## src/hw/rfm_pkg.sv

```systemverilog
// Constants shared by the rail fault monitor design.
// Assumes a 125 MHz core clock; all analog figures arrive as
// digitised unsigned numbers in mV, A or W.
`default_nettype none

package rfm_pkg;

	// ************************************************************
	// Clock and timing
	// ************************************************************
	localparam int CLOCK_MHZ       = 125;
	localparam int QUAL_TIME_US    = 525;   // Input OC / OP qualify
	localparam int PREBIAS_MAX_US  = 350;   // Pre-bias OV latest start
	localparam int INIT_MAX_MS     = 20;    // Fixed OV latest start
	localparam int HICCUP_TIME_US  = 1000;  // Hiccup retry wait
	localparam int QUAL_CYCLES     = QUAL_TIME_US * CLOCK_MHZ;
	localparam int PREBIAS_CYCLES  = PREBIAS_MAX_US * CLOCK_MHZ;
	localparam int INIT_CYCLES     = INIT_MAX_MS * 1000 * CLOCK_MHZ;
	localparam int HICCUP_CYCLES   = HICCUP_TIME_US * CLOCK_MHZ;

	// ************************************************************
	// Widths
	// ************************************************************
	localparam int MV_W    = 13;  // Voltages in mV
	localparam int AMP_W   = 8;   // Currents in A
	localparam int WATT_W  = 11;  // Power in W
	localparam int RECIP_W = 9;   // 1/scale_loop, Q1.8
	localparam int RECIP_FRAC = 8;

	// ************************************************************
	// Thresholds and offset ranges (mV)
	// ************************************************************
	localparam logic [MV_W-1:0] PREBIAS_OV_MV  = 13'hE74;  // 3700 mV
	localparam logic [MV_W-1:0] FIXED_BASE_MV  = 13'h258;  // 600 mV
	localparam logic [MV_W-1:0] FIXED_STEP_MV  = 13'h064;  // 100 mV
	localparam logic [MV_W-1:0] FIXED_MAX_MV   = 13'hE74;  // 3700 mV
	localparam logic [MV_W-1:0] OVF_OFS_MIN_MV = 13'h020;  // 32 mV
	localparam logic [MV_W-1:0] OVF_OFS_STEP   = 13'h020;  // 32 mV
	localparam logic [MV_W-1:0] OVW_OFS_MIN_MV = 13'h018;  // 24 mV
	localparam logic [MV_W-1:0] OVW_OFS_STEP   = 13'h008;  // 8 mV
	localparam logic [MV_W-1:0] OFS_MAX_MV     = 13'h1C0;  // 448 mV
	localparam logic [AMP_W-1:0]  IIN_MIN_A    = 8'h04;
	localparam logic [AMP_W-1:0]  IIN_MAX_A    = 8'h80;
	localparam logic [WATT_W-1:0] PIN_MIN_W    = 11'h008;
	localparam logic [WATT_W-1:0] PIN_MAX_W    = 11'h7FC;

	// ************************************************************
	// Fault responses
	// ************************************************************
	typedef enum logic [1:0] {
		RFM_RESP_IGNORE = 2'h0,
		RFM_RESP_LATCH  = 2'h1,
		RFM_RESP_HICCUP = 2'h2
	} rfm_resp_t;

	// ************************************************************
	// Status bit positions
	// ************************************************************
	localparam int ST_IIN_OC    = 0;
	localparam int ST_PIN_OP    = 1;
	localparam int ST_STRAP     = 2;
	localparam int ST_PREBIAS   = 3;
	localparam int ST_FIXED_OV  = 4;
	localparam int ST_TRACK_OVF = 5;
	localparam int ST_OVW       = 6;
	localparam int ST_SUMMARY   = 7;
	localparam int ST_W         = 8;

endpackage

`default_nettype wire

```

## src/hw/rfm_monitor.sv

```systemverilog
// Rail fault monitor: input current/power, pinstrap self check and
// the three-layer overvoltage scheme for one rail.
// Assumes i_srst is the supply power cycle and all inputs are
// synchronous digitised readings.
//
// Functional notes
// - Input overcurrent qualified 525 us; ignore, latch or hiccup; fault pin.
// - Input over-power above threshold for 525 us gives warning only.
// - Bad address or boot strap latches off until supply power cycle.
// - Enable cycle or clear clears latch; persisting condition re-trips at once.
// - Shutdowns drop rail good; unmasked status bits raise the alert.
// - Pre-bias OV at 3.7 V until init done; pulls all PWM low.
// - Pre-bias OV cannot be disabled; latched until power cycle.
// - Fixed OV starts when init completes, at most 20 ms.
// - Fixed OV compares positive sense against 0.6-3.7 V, converting or not.
// - Fixed OV tripped while off stays latched until power cycle.
// - Tracking OV fault checked only while converting.
// - OV warning keeps converting, sets status and alert.
// - OV fault applies response; non-ignore pulls PWM low immediately.
// - Fault offset from written limit, 32..448 mV in 32 mV steps.
// - Warning offset from written limit, 24..448 mV in 8 mV steps.
// - Trip levels: command plus offset minus droop; fault capped.
// - Command change keeps offsets; read limits add present command.
`default_nettype none

module rfm_monitor #(
	parameter int QUAL_COUNT    = rfm_pkg::QUAL_CYCLES,
	parameter int INIT_COUNT    = rfm_pkg::INIT_CYCLES,
	parameter int HICCUP_COUNT  = rfm_pkg::HICCUP_CYCLES
) (
	// Clock and reset (reset = supply power cycle)
	input  wire logic                          i_clock,
	input  wire logic                          i_srst,
	// Controller state
	input  wire logic                          i_conv_on,
	input  wire logic                          i_enable,
	input  wire logic                          i_init_done,
	input  wire logic                          i_clear_faults,
	// Pinstrap check result
	input  wire logic                          i_strap_check,
	input  wire logic                          i_addr_strap_ok,
	input  wire logic                          i_boot_strap_ok,
	// Measurements
	input  wire logic [rfm_pkg::AMP_W-1:0]     i_input_current,
	input  wire logic [rfm_pkg::WATT_W-1:0]    i_input_power,
	input  wire logic [rfm_pkg::MV_W-1:0]      i_sense_positive,
	input  wire logic [rfm_pkg::MV_W-1:0]      i_sense_diff,
	input  wire logic [rfm_pkg::MV_W-1:0]      i_droop_drop,
	// Configuration
	input  wire logic [rfm_pkg::AMP_W-1:0]     i_iin_oc_limit,
	input  wire logic [rfm_pkg::WATT_W-1:0]    i_pin_op_limit,
	input  wire logic [1:0]                    i_iin_oc_response,
	input  wire logic [1:0]                    i_ov_response,
	input  wire logic [4:0]                    i_fixed_overvoltage_threshold_cfg,
	input  wire logic [rfm_pkg::MV_W-1:0]      i_vout_command,
	input  wire logic [rfm_pkg::RECIP_W-1:0]   i_scale_recip,
	input  wire logic [rfm_pkg::MV_W-1:0]      i_ov_fault_limit,
	input  wire logic                          i_ov_fault_limit_wr,
	input  wire logic [rfm_pkg::MV_W-1:0]      i_ov_warn_limit,
	input  wire logic                          i_ov_warn_limit_wr,
	input  wire logic [rfm_pkg::ST_W-1:0]      i_alert_mask_setting,
	// Outputs
	output logic                               o_fault_output_n,
	output logic                               o_rail_good_output,
	output logic                               o_alert_n,
	output logic                               o_pwm_tristate,
	output logic                               o_pwm_force_low,
	output logic [rfm_pkg::ST_W-1:0]           o_status,
	output logic [rfm_pkg::MV_W-1:0]           o_ov_fault_limit_rd,
	output logic [rfm_pkg::MV_W-1:0]           o_ov_warn_limit_rd
);

	localparam int MW = rfm_pkg::MV_W;
	localparam int PW = MW + 1 + rfm_pkg::RECIP_W;
	localparam int IW = $clog2(INIT_COUNT + 1);
	localparam int HW = $clog2(HICCUP_COUNT + 1);

	// ************************************************************
	// Offset arithmetic
	// ************************************************************
	// Scale, round down to the step grid, clamp to the legal range
	function automatic logic [MW-1:0] calc_offset(
		input logic [MW-1:0]                  limit,
		input logic [MW-1:0]                  cmd,
		input logic [rfm_pkg::RECIP_W-1:0]    recip,
		input logic [MW-1:0]                  lo,
		input logic [MW-1:0]                  step
	);
		logic signed [MW:0] diff;
		logic signed [PW-1:0] prod;
		logic [MW-1:0] raw;
		logic [MW-1:0] snapped;
		diff = $signed({1'b0, limit}) - $signed({1'b0, cmd});
		prod = PW'(diff) * $signed({1'b0, recip});
		// Saturate large quotients so the narrowing cannot wrap
		raw = (prod < 0) ? '0 :
			((prod >>> rfm_pkg::RECIP_FRAC) > PW'(rfm_pkg::OFS_MAX_MV)) ?
			rfm_pkg::OFS_MAX_MV : MW'(prod >>> rfm_pkg::RECIP_FRAC);
		snapped = raw - (raw % step);
		if (snapped < lo)
			calc_offset = lo;
		else if (snapped > rfm_pkg::OFS_MAX_MV)
			calc_offset = rfm_pkg::OFS_MAX_MV;
		else
			calc_offset = snapped;
	endfunction

	// ************************************************************
	// Registers
	// ************************************************************
	logic [MW-1:0] ovf_offset;
	logic [MW-1:0] ovw_offset;
	logic [IW-1:0] init_count;
	logic          init_over;
	logic          enable_prev;
	logic          iin_oc_latch;
	logic          strap_latch;
	logic          prebias_latch;
	logic          ov_latch;
	logic          ov_catastrophic;
	logic          hiccup_wait;
	logic [HW-1:0] hiccup_count;
	logic [rfm_pkg::ST_W-1:0] status;

	// ************************************************************
	// Qualification of the input conditions
	// ************************************************************
	wire iin_oc_cond;
	wire pin_op_cond;
	wire iin_oc_qual;
	wire pin_op_qual;
	wire [rfm_pkg::AMP_W-1:0] iin_lim;
	wire [rfm_pkg::WATT_W-1:0] pin_lim;

	// Thresholds held inside the programmable range
	assign iin_lim = (i_iin_oc_limit < rfm_pkg::IIN_MIN_A) ?
		rfm_pkg::IIN_MIN_A : (i_iin_oc_limit > rfm_pkg::IIN_MAX_A) ?
		rfm_pkg::IIN_MAX_A : i_iin_oc_limit;
	assign pin_lim = (i_pin_op_limit < rfm_pkg::PIN_MIN_W) ?
		rfm_pkg::PIN_MIN_W :
		(i_pin_op_limit > rfm_pkg::PIN_MAX_W) ? rfm_pkg::PIN_MAX_W :
		i_pin_op_limit;
	assign iin_oc_cond = i_conv_on && (i_input_current > iin_lim);
	assign pin_op_cond = i_conv_on && (i_input_power > pin_lim);

	rfm_qualifier #(.COUNT(QUAL_COUNT)) u_iin_qual (
		.i_clock     (i_clock),
		.i_srst      (i_srst),
		.i_cond      (iin_oc_cond),
		.o_qualified (iin_oc_qual)
	);

	rfm_qualifier #(.COUNT(QUAL_COUNT)) u_pin_qual (
		.i_clock     (i_clock),
		.i_srst      (i_srst),
		.i_cond      (pin_op_cond),
		.o_qualified (pin_op_qual)
	);

	// ************************************************************
	// Overvoltage thresholds and conditions
	// ************************************************************
	wire [MW-1:0] fixed_mv;
	wire [MW:0]   ovw_sum;
	wire [MW:0]   ovf_sum;
	wire [MW:0]   ovw_trip;
	wire [MW:0]   ovf_track;
	wire [MW:0]   ovf_trip;
	wire          fixed_active;
	wire          prebias_window;
	wire          prebias_cond;
	wire          fixed_cond;
	wire          track_ovf_cond;
	wire          ovw_cond;

	// Codes past 3.7 V saturate at the top of the range
	assign fixed_mv = (i_fixed_overvoltage_threshold_cfg > 5'h1F) ?
		rfm_pkg::FIXED_MAX_MV : MW'(rfm_pkg::FIXED_BASE_MV +
		MW'(i_fixed_overvoltage_threshold_cfg) *
		rfm_pkg::FIXED_STEP_MV);
	assign ovw_sum = {1'b0, i_vout_command} + {1'b0, ovw_offset};
	assign ovf_sum = {1'b0, i_vout_command} + {1'b0, ovf_offset};
	// Droop larger than the sum floors the level at zero
	assign ovw_trip = (ovw_sum > {1'b0, i_droop_drop}) ?
		ovw_sum - {1'b0, i_droop_drop} : '0;
	assign ovf_track = (ovf_sum > {1'b0, i_droop_drop}) ?
		ovf_sum - {1'b0, i_droop_drop} : '0;
	assign ovf_trip = (ovf_track < {1'b0, fixed_mv}) ?
		ovf_track : {1'b0, fixed_mv};
	assign fixed_active = i_init_done || init_over;
	assign prebias_window = !fixed_active;
	assign prebias_cond = prebias_window &&
		(i_sense_positive > rfm_pkg::PREBIAS_OV_MV);
	assign fixed_cond = fixed_active && (i_sense_positive > fixed_mv);
	assign track_ovf_cond = i_conv_on &&
		({1'b0, i_sense_diff} > ovf_trip);
	assign ovw_cond = i_conv_on && ({1'b0, i_sense_diff} > ovw_trip);

	// ************************************************************
	// Clearing and response decode
	// ************************************************************
	wire enable_rise;
	wire clear_req;
	wire iin_trip;
	wire ov_trip;
	wire strap_bad;
	wire hiccup_done;
	wire shutdown;

	assign enable_rise = i_enable && !enable_prev;
	assign clear_req = i_clear_faults || enable_rise;
	assign iin_trip = iin_oc_qual &&
		(i_iin_oc_response != rfm_pkg::RFM_RESP_IGNORE);
	assign ov_trip = (fixed_cond || track_ovf_cond) &&
		(i_ov_response != rfm_pkg::RFM_RESP_IGNORE);
	assign strap_bad = i_strap_check &&
		!(i_addr_strap_ok && i_boot_strap_ok);
	assign hiccup_done = hiccup_wait &&
		(hiccup_count == HW'(HICCUP_COUNT - 1));
	assign shutdown = iin_oc_latch || strap_latch || prebias_latch ||
		ov_latch || ov_catastrophic;

	// ************************************************************
	// Init window timer
	// ************************************************************
	// Fixed OV starts on init done or on the 20 ms ceiling
	always_ff @(posedge i_clock) begin
		if (i_srst) begin
			init_count <= '0;
			init_over  <= 1'b0;
		end else if (init_count == IW'(INIT_COUNT - 1)) begin
			init_over <= 1'b1;
		end else begin
			init_count <= init_count + IW'(1);
		end
	end

	// ************************************************************
	// Stored offsets
	// ************************************************************
	// Only a limit write recomputes; command changes leave them alone
	always_ff @(posedge i_clock) begin
		if (i_srst) begin
			ovf_offset <= rfm_pkg::OFS_MAX_MV;
			ovw_offset <= rfm_pkg::OFS_MAX_MV;
		end else begin
			if (i_ov_fault_limit_wr)
				ovf_offset <= calc_offset(i_ov_fault_limit,
					i_vout_command, i_scale_recip,
					rfm_pkg::OVF_OFS_MIN_MV,
					rfm_pkg::OVF_OFS_STEP);
			if (i_ov_warn_limit_wr)
				ovw_offset <= calc_offset(i_ov_warn_limit,
					i_vout_command, i_scale_recip,
					rfm_pkg::OVW_OFS_MIN_MV,
					rfm_pkg::OVW_OFS_STEP);
		end
	end

	// ************************************************************
	// Fault latches
	// ************************************************************
	// Set terms come last so a live condition beats a clear
	always_ff @(posedge i_clock) begin
		if (i_srst) begin
			enable_prev     <= 1'b0;
			iin_oc_latch    <= 1'b0;
			strap_latch     <= 1'b0;
			prebias_latch   <= 1'b0;
			ov_latch        <= 1'b0;
			ov_catastrophic <= 1'b0;
		end else begin
			enable_prev <= i_enable;
			if (clear_req || hiccup_done) begin
				iin_oc_latch <= 1'b0;
				ov_latch     <= 1'b0;
			end
			if (iin_trip)
				iin_oc_latch <= 1'b1;
			if (ov_trip)
				ov_latch <= 1'b1;
			if (fixed_cond && !i_conv_on)
				ov_catastrophic <= 1'b1;
			if (prebias_cond)
				prebias_latch <= 1'b1;
			if (strap_bad)
				strap_latch <= 1'b1;
		end
	end

	// ************************************************************
	// Hiccup retry timer
	// ************************************************************
	// Waits out the retry time before the latch is released
	always_ff @(posedge i_clock) begin
		if (i_srst || hiccup_done || !shutdown) begin
			hiccup_wait  <= 1'b0;
			hiccup_count <= '0;
		end else if (hiccup_wait) begin
			hiccup_count <= hiccup_count + HW'(1);
		end else if ((iin_trip && i_iin_oc_response ==
			rfm_pkg::RFM_RESP_HICCUP) || (ov_trip &&
			i_ov_response == rfm_pkg::RFM_RESP_HICCUP)) begin
			hiccup_wait <= 1'b1;
		end
	end

	// ************************************************************
	// Sticky status bits
	// ************************************************************
	logic [rfm_pkg::ST_W-1:0] next_status;
	always_comb begin
		next_status = clear_req ? '0 : status;
		// Power-cycle-only faults survive a clear
		next_status[rfm_pkg::ST_STRAP] = strap_latch || strap_bad;
		next_status[rfm_pkg::ST_PREBIAS] = prebias_latch ||
			prebias_cond;
		if (iin_oc_qual)
			next_status[rfm_pkg::ST_IIN_OC] = 1'b1;
		if (pin_op_qual)
			next_status[rfm_pkg::ST_PIN_OP] = 1'b1;
		if (fixed_cond || ov_catastrophic)
			next_status[rfm_pkg::ST_FIXED_OV] = 1'b1;
		if (track_ovf_cond)
			next_status[rfm_pkg::ST_TRACK_OVF] = 1'b1;
		if (ovw_cond)
			next_status[rfm_pkg::ST_OVW] = 1'b1;
		next_status[rfm_pkg::ST_SUMMARY] =
			|next_status[rfm_pkg::ST_SUMMARY-1:0];
	end

	always_ff @(posedge i_clock) begin
		if (i_srst)
			status <= '0;
		else
			status <= next_status;
	end

	// ************************************************************
	// Output registers
	// ************************************************************
	// Warnings never touch the PWM or rail good
	always_ff @(posedge i_clock) begin
		if (i_srst) begin
			o_fault_output_n    <= 1'b1;
			o_rail_good_output  <= 1'b0;
			o_alert_n           <= 1'b1;
			o_pwm_tristate      <= 1'b0;
			o_pwm_force_low     <= 1'b0;
			o_status            <= '0;
			o_ov_fault_limit_rd <= '0;
			o_ov_warn_limit_rd  <= '0;
		end else begin
			o_fault_output_n <= !(iin_oc_latch || iin_trip);
			o_rail_good_output <= i_conv_on && !shutdown &&
				!iin_trip && !ov_trip && !strap_bad &&
				!prebias_cond;
			o_alert_n <= ~|(next_status &
				~i_alert_mask_setting);
			o_pwm_tristate <= iin_oc_latch || iin_trip ||
				strap_latch || strap_bad;
			o_pwm_force_low <= prebias_latch || prebias_cond ||
				ov_latch || ov_trip || ov_catastrophic;
			o_status <= next_status;
			o_ov_fault_limit_rd <= MW'(i_vout_command +
				ovf_offset);
			o_ov_warn_limit_rd <= MW'(i_vout_command +
				ovw_offset);
		end
	end

endmodule

`default_nettype wire

```

## src/hw/rfm_qualifier.sv

```systemverilog
// Continuous-hold qualifier: output rises once the condition has held
// for COUNT cycles in a row. Assumes a synchronous condition input.
`default_nettype none

module rfm_qualifier #(
	parameter int COUNT = 65625
) (
	// Clock and reset
	input  wire logic i_clock,
	input  wire logic i_srst,
	// Condition in, qualified level out
	input  wire logic i_cond,
	output logic      o_qualified
);

	localparam int CW = $clog2(COUNT + 1);
	localparam logic [CW-1:0] LAST = CW'(COUNT - 1);

	logic [CW-1:0] count;

	// ************************************************************
	// Hold counter
	// ************************************************************
	// Any lapse drops the output and restarts the count
	always_ff @(posedge i_clock) begin
		if (i_srst || !i_cond) begin
			count       <= '0;
			o_qualified <= 1'b0;
		end else if (count == LAST) begin
			o_qualified <= 1'b1;
		end else begin
			count <= count + CW'(1);
		end
	end

endmodule

`default_nettype wire

```

## config.mk

```make
export PLATFORM = sky130hd
export DESIGN_NAME = rfm_monitor
export DESIGN_NICKNAME = d
export VERILOG_FILES = /design/src/hw/rfm_pkg.sv /design/src/hw/rfm_monitor.sv /design/src/hw/rfm_qualifier.sv
export SDC_FILE = /design/constraint.sdc
export NUM_CORES = 1
export LEC_CHECK = 0
export BUFFER_PORTS_ARGS = -buffer_cell sky130_fd_sc_hd__buf_2
export CAP_MARGIN = 20
export CORE_AREA = 2 2 399 203
export DETAILED_ROUTE_END_ITERATION = 6
export DIE_AREA = 0 0 401 205
export PLACE_DENSITY = 0.38
export SLEW_MARGIN = 20
export SYNTH_ARGS = -nofsm -noshare
export SYNTH_HDL_FRONTEND = slang
export SYNTH_HIERARCHICAL = 1
export SYNTH_SLANG_ARGS = --single-unit
```

## constraint.sdc

```tcl
create_clock -name i_clock -period 18.9 [get_ports i_clock]
set_clock_uncertainty 0.2 [all_clocks]
set_input_delay 5.67 -clock i_clock [delete_from_list [all_inputs] [get_ports i_clock]]
set_output_delay 5.67 -clock i_clock [all_outputs]
set_load 0.02 [all_outputs]
```

== Yosys cells after proc, flatten, opt, wreduce, memory -nomap -nowiden ==
Index checks and enable logic that the tools add are counted.
Word-level totals
  bits in registers: 148
  bits in latches: 0
  memory bits (writable): 0
  ROM bits: 0
  bits of input ports: 153
  output and inout port bits: 39
  word-level logic and storage cells: 160
  memories: 0
Cells by class
  add/sub/neg operators: 15
  $mul: 3
  div/mod/pow operators: 0
  $lt $le $gt $ge: 22
  equality and inequality tests: 6
  shift operators: 0
  multiplexer cells: 27
  bitwise operators: 2
  reductions and logical operators: 61
Operator list (count)
  13-bit 2-to-1 mux: 9
  17-bit by 1-bit adder with 17-bit output (second input constant): 3
  17-bit equality test (second input constant): 3
  23-bit by 1-bit < comparator with 1-bit output (second input constant): 2
  14-bit by 10-bit multiplier with 23-bit output: 2
  14-bit 2-to-1 mux: 3
  15-bit by 9-bit > comparator with 1-bit output (second input constant): 2
  13-bit by 13-bit adder with 14-bit output: 2
  13-bit by 14-bit > comparator with 1-bit output: 2
  14-bit by 13-bit > comparator with 1-bit output: 2
  13-bit by 13-bit subtractor with 14-bit output: 2
  14-bit by 13-bit subtractor with 14-bit output: 2
  13-bit adder: 2
  13-bit by 9-bit > comparator with 1-bit output (second input constant): 2
  22-bit by 1-bit adder with 22-bit output (second input constant): 1
  22-bit equality test (second input constant): 1
  1-bit logical OR: 22
  11-bit 2-to-1 mux: 2
  1-bit logical AND: 20
  8-bit 2-to-1 mux: 2
  14-bit by 13-bit < comparator with 1-bit output: 1
  10-bit by 12-bit adder with 13-bit output (first input constant): 1
  13-bit by 12-bit > comparator with 1-bit output (second input constant): 1
  13-bit > comparator: 1
  21 further kinds: 46

== Logic depth before layout (Yosys ltp) ==
  word-level depth: 13
  mapped depth: 37

== Modules after synthesis ==
Netlist, hierarchy kept.
By module, submodules not included
  rfm_monitor: instances 1, cells an instance 2117, area each 17758.3 sq um
  rfm_qualifier: instances 2, cells an instance 102, area each 892.1 sq um

== Worst setup path before layout ==
OpenSTA, ideal clock, no wires.
  path kind: in2reg
  start point: input port i_ov_fault_limit[0] in the netlist's numbering
  end point: register ovf_offset[8]
  library setup time: 122 ps
  arrival time: 13183 ps
  data required time: 18578 ps
  setup slack: 5395 ps
  stages: 33
  path buffers: 0
  cells stage by stage: inv_1 ha_1 inv_1 fa_1 a21o_1 a21oi_1 o21bai_1 a21oi_1 o21bai_1 a21oi_1 o21ai_0 o41ai_1 xnor2_1 nand2_1 fa_1 inv_1 fa_1 fa_1 fa_1 inv_1 fa_1 inv_1 ha_1 a21o_1 a21o_1 a221o_1 a21oi_2 o21ai_2 a21o_1 a211o_1 a2111oi_4 nand2_1 a311o_1
Between the ends
  longest elaborated chain between the ends: 9
  elaborated cells on any way between the ends: 11
RTL lines
  start, declared: RTL line rfm_monitor.sv:57  | input wire logic [rfm_pkg::MV_W-1:0] i_ov_fault_limit,
  13-bit by 13-bit subtractor with 14-bit output *: RTL line rfm_monitor.sv:93  | diff = $signed({1'b0, limit}) - $signed({1'b0, cmd});
  14-bit by 10-bit multiplier with 23-bit output *: RTL line rfm_monitor.sv:94  | prod = PW'(diff) * $signed({1'b0, recip});
  15-bit by 9-bit > comparator with 1-bit output: RTL line rfm_monitor.sv:97  | ((prod >>> rfm_pkg::RECIP_FRAC) > PW'(rfm_pkg::OFS_MAX_MV)) ?
  13-bit 2-to-1 mux: RTL line rfm_monitor.sv:97
  13-bit 2-to-1 mux *: RTL line rfm_monitor.sv:96  | raw = (prod < 0) ? '0 :
  13-bit by 5-bit subtractor with 13-bit output *: RTL line rfm_monitor.sv:99  | snapped = raw - (raw % step);
  13-bit by 9-bit > comparator with 1-bit output: RTL line rfm_monitor.sv:102  | else if (snapped > rfm_pkg::OFS_MAX_MV)
  13-bit 2-to-1 mux: RTL line rfm_monitor.sv:102
  13-bit 2-to-1 mux *: RTL line rfm_monitor.sv:100  | if (snapped < lo)
  end signal, assigned: RTL line rfm_monitor.sv:244  | ovf_offset <= rfm_pkg::OFS_MAX_MV;
  end signal, assigned: RTL line rfm_monitor.sv:248  | ovf_offset <= calc_offset(i_ov_fault_limit,
  end, declared: RTL line rfm_monitor.sv:111  | logic [MW-1:0] ovf_offset;
Mark *: on every way between the ends. The rest lies on a longest branch, timed or not.
A chain may end at the register's enable or synchronous reset.

== Worst setup path after layout ==
  start point: input port i_ov_warn_limit[0] in the netlist's numbering
  end point: register ovw_offset[8]
Between the ends
  longest elaborated chain between the ends: 9
  elaborated cells on any way between the ends: 11
RTL lines
  start, declared: RTL line rfm_monitor.sv:59  | input wire logic [rfm_pkg::MV_W-1:0] i_ov_warn_limit,
  13-bit by 13-bit subtractor with 14-bit output *: RTL line rfm_monitor.sv:93
  14-bit by 10-bit multiplier with 23-bit output *: RTL line rfm_monitor.sv:94
  15-bit by 9-bit > comparator with 1-bit output: RTL line rfm_monitor.sv:97
  13-bit 2-to-1 mux: RTL line rfm_monitor.sv:97
  13-bit 2-to-1 mux *: RTL line rfm_monitor.sv:96
  13-bit by 3-bit subtractor with 13-bit output *: RTL line rfm_monitor.sv:99
  13-bit by 9-bit > comparator with 1-bit output: RTL line rfm_monitor.sv:102
  13-bit 2-to-1 mux: RTL line rfm_monitor.sv:102
  13-bit 2-to-1 mux *: RTL line rfm_monitor.sv:100
  end signal, assigned: RTL line rfm_monitor.sv:245  | ovw_offset <= rfm_pkg::OFS_MAX_MV;
  end signal, assigned: RTL line rfm_monitor.sv:253  | ovw_offset <= calc_offset(i_ov_warn_limit,
  end, declared: RTL line rfm_monitor.sv:112  | logic [MW-1:0] ovw_offset;
Marked as above.

==> impl_metrics.json <==
{
  "status": "completed",
  "routabilityCongestion": 0.865,
  "synth.area.top_cells": "fa_1, ha_1, dfxtp_1, inv_1, nand2_1",
  "clock_latency_ns": 0.45,
  "num_rows": 73,
  "ctsHoldBuffers": 0,
  "vias": 16100,
  "cp_data_arrival_time_ns": 14.28,
  "drt_iter0_markers": 931,
  "area_growth_pct": 14.1,
  "use_met3_pct": 2.34,
  "design_area_mm2": 0.0223,
  "slew_headroom_pct": 26.2,
  "drt-total-wl_um": 61700,
  "grt_pass1_wl_um": 96300,
  "end_kind": "register",
  "cp_max_fo": 9,
  "drv_slew": 0,
  "numCtsBuffers": 17,
  "start_util_pct": 24.8,
  "synth-edff-count": 0,
  "startpoint_type": "input port",
  "maxCapViolCount": 0,
  "yosys_warnings": 6,
  "synth_most_common_cell": "inv_1",
  "max_freq_ghz": 0.0706,
  "cts.path.max_buffers": 2,
  "io_pins": 192,
  "finalSetupViolations": 0,
  "wl_per_cell_um": 17.3,
  "grt_usage_pct": 15.2,
  "dpl_cell_area_mm2": 0.0217,
  "cpPeakStageDelay_ns": 0.56,
  "num-fill-cells": 8527,
  "yosysUniqueCellTypes": 82,
  "coreArea_mm2": 0.0787,
  "hold_class": "register to register",
  "syn_nets": 2940,
  "drive_gt1_share_pct": 11.2,
  "syn-cell-area_mm2": 0.0195,
  "die_w_um": 401,
  "hold_ws_ns": 0.271,
  "worst_pin_slew_ns": 1.10,
  "setup_tns_ns": 0,
  "place_hpwl_um": 52300,
  "cp_common_cell": "fa_1",
  "syn_inst": 2321,
  "via_per_inst": 4.52,
  "portBuffers": 191,
  "fin_util_pct": 28.3,
  "hold_violations": 0,
  "grt_max_degree": 53,
  "root_buffer": "clkbuf_16",
  "synth-seq-cells": 138,
  "nets": 3112,
  "remaining_drc_errors": 0,
  "grt_pass1_vias": 16200,
  "grt_use_met2_pct": 20.7,
  "critPathKind": "input port to register",
  "grt_overflow": 0,
  "syn_area_per_cell_um2": 8.42,
  "required_ns": 19.02,
  "clkTransAtPathRegs_ns": 0.06,
  "period_minus_slack_ns": 14.16,
  "ant_nets": 0,
  "die_area_mm2": 0.0822,
  "busiest_layer": "met1",
  "cts_tree": "yes",
  "synthTopCellsByCount": "inv_1, ha_1, nand2_1",
  "antenna_found_initial": 0,
  "cts.sinks": 138,
  "rsz0062_at_grt": "false",
  "slowest_stage": "fa_1",
  "cts_setup_buffers": 0,
  "yosys.area.top_type": "fa_1",
  "synth.top_cell.area_share_pct": 21.7,
  "finalCritPeriodShare_pct": 74.9,
  "synth_flop_cell": "dfxtp_1",
  "die_h_um": 205,
  "drt_pre_antenna_iters": 7,
  "htree_levels": 4,
  "grt_use_met1_pct": 24.3,
  "async_flop_share_pct": 0,
  "cts_resized": 0,
  "ys_seq_area_share_pct": 14.1
}
worst paths after layout:
check / startpoint / end / slack (ns) / cells past startpoint
hold / removal: ovw_offset[11] / ovw_offset[11] / 0.27 / 1
hold reg to reg: ovw_offset[11] / ovw_offset[11] / 0.27 / 1
setup reg to reg: ovf_offset[6] / o_alert_n / 10.16 / 33
setup / recovery: i_ov_warn_limit[0] / ovw_offset[8] / 4.74 / 34
critical path: cells and delay by family:
kind	cells	cell delay, ns
buffers and inverters	6	0.37
AO/OA/AOI/OAI	16	3.69
XOR/XNOR	2	0.74
AND/OR/NAND/NOR	2	0.34
adder cells (fa/ha/maj)	8	3.47
state kept, by name (all words and copies together), names as in the netlist, 8 cells and up:
| name | cells |
|---|---|
| o_ov_fault_limit_rd | 13 |
| o_ov_warn_limit_rd | 11 |
| ovw_offset | 10 |
| ovf_offset | 8 |
| u_iin_qual/count | 17 |
| init_count | 22 |
| u_pin_qual/count | 17 |
| hiccup_count | 17 |
| o_status | 8 |
layer usage:
| layer | wire length, µm | part of all wire [%] |
|---|---|---|
| met4 | 949 | 1.5 |
| met1 | 35200 | 57 |
| met2 | 23100 | 38 |
| met3 | 2410 | 3.9 |
| met5 | 0 | 0 |
cells by family after synthesis:
logic type | synth area share, %
flops | 14.1
simple gates | 20.9
buf+inv | 8.21
mux | 1.04
xor+xnor | 6.66
compound gates | 11.1
fa+ha+maj | 38.0
cell usage in the layout (no fill, tap or decap), types with 11 or more instances in the layout:
cell | netlist | routed
inv_1 | 370 | 370
ha_1 | 254 | 254
nand2_1 | 226 | 226
fa_1 | 212 | 212
buf_2 | 2 | 190
nor2_1 | 174 | 174
dfxtp_1 | 138 | 138
and2_1 | 118 | 118
a21oi_1 | 90 | 90
xnor2_1 | 91 | 89
nor2b_1 | 60 | 60
xor2_1 | 55 | 55
nand3_1 | 54 | 54
o21ai_0 | 53 | 53
nor3_1 | 37 | 37
a21o_1 | 36 | 36
o21a_1 | 28 | 28
nand4_1 | 27 | 27
nand2b_1 | 24 | 24
mux2i_1 | 18 | 18
buf_4 | 2 | 18
clkbuf_16 | 0 | 17
o21bai_1 | 15 | 15
and3_1 | 12 | 12
or3_1 | 11 | 11
final cells by class:
class	count	area [µm²]	share of cell area, %
Clock inverter	12	118	0.527
Inverter	370	1390	6.23
Antenna cell	1	2.50	0.0112
Timing Repair Buffer	208	1090	4.87
Sequential cell	138	2760	12.4
Clock buffer	19	443	1.99
Tap cell	1050	1310	5.89
Multi-Input combinational cell	1758	15200	68.1
through the flow:
| step | cells | worst slack [ns] |
|---|---|---|
| finish | 3556 | 4.74 |
| global route | 3555 | 4.19 |
| CTS | 3555 | 4.82 |
| detailed placement | 3524 | 4.37 |
| global placement | 3524 | 4.48 |
| floorplan | 2321 | 5.39 |
Power is not shown: default switching activity piles up to over one toggle a cycle in this logic, so the estimate is an artifact.
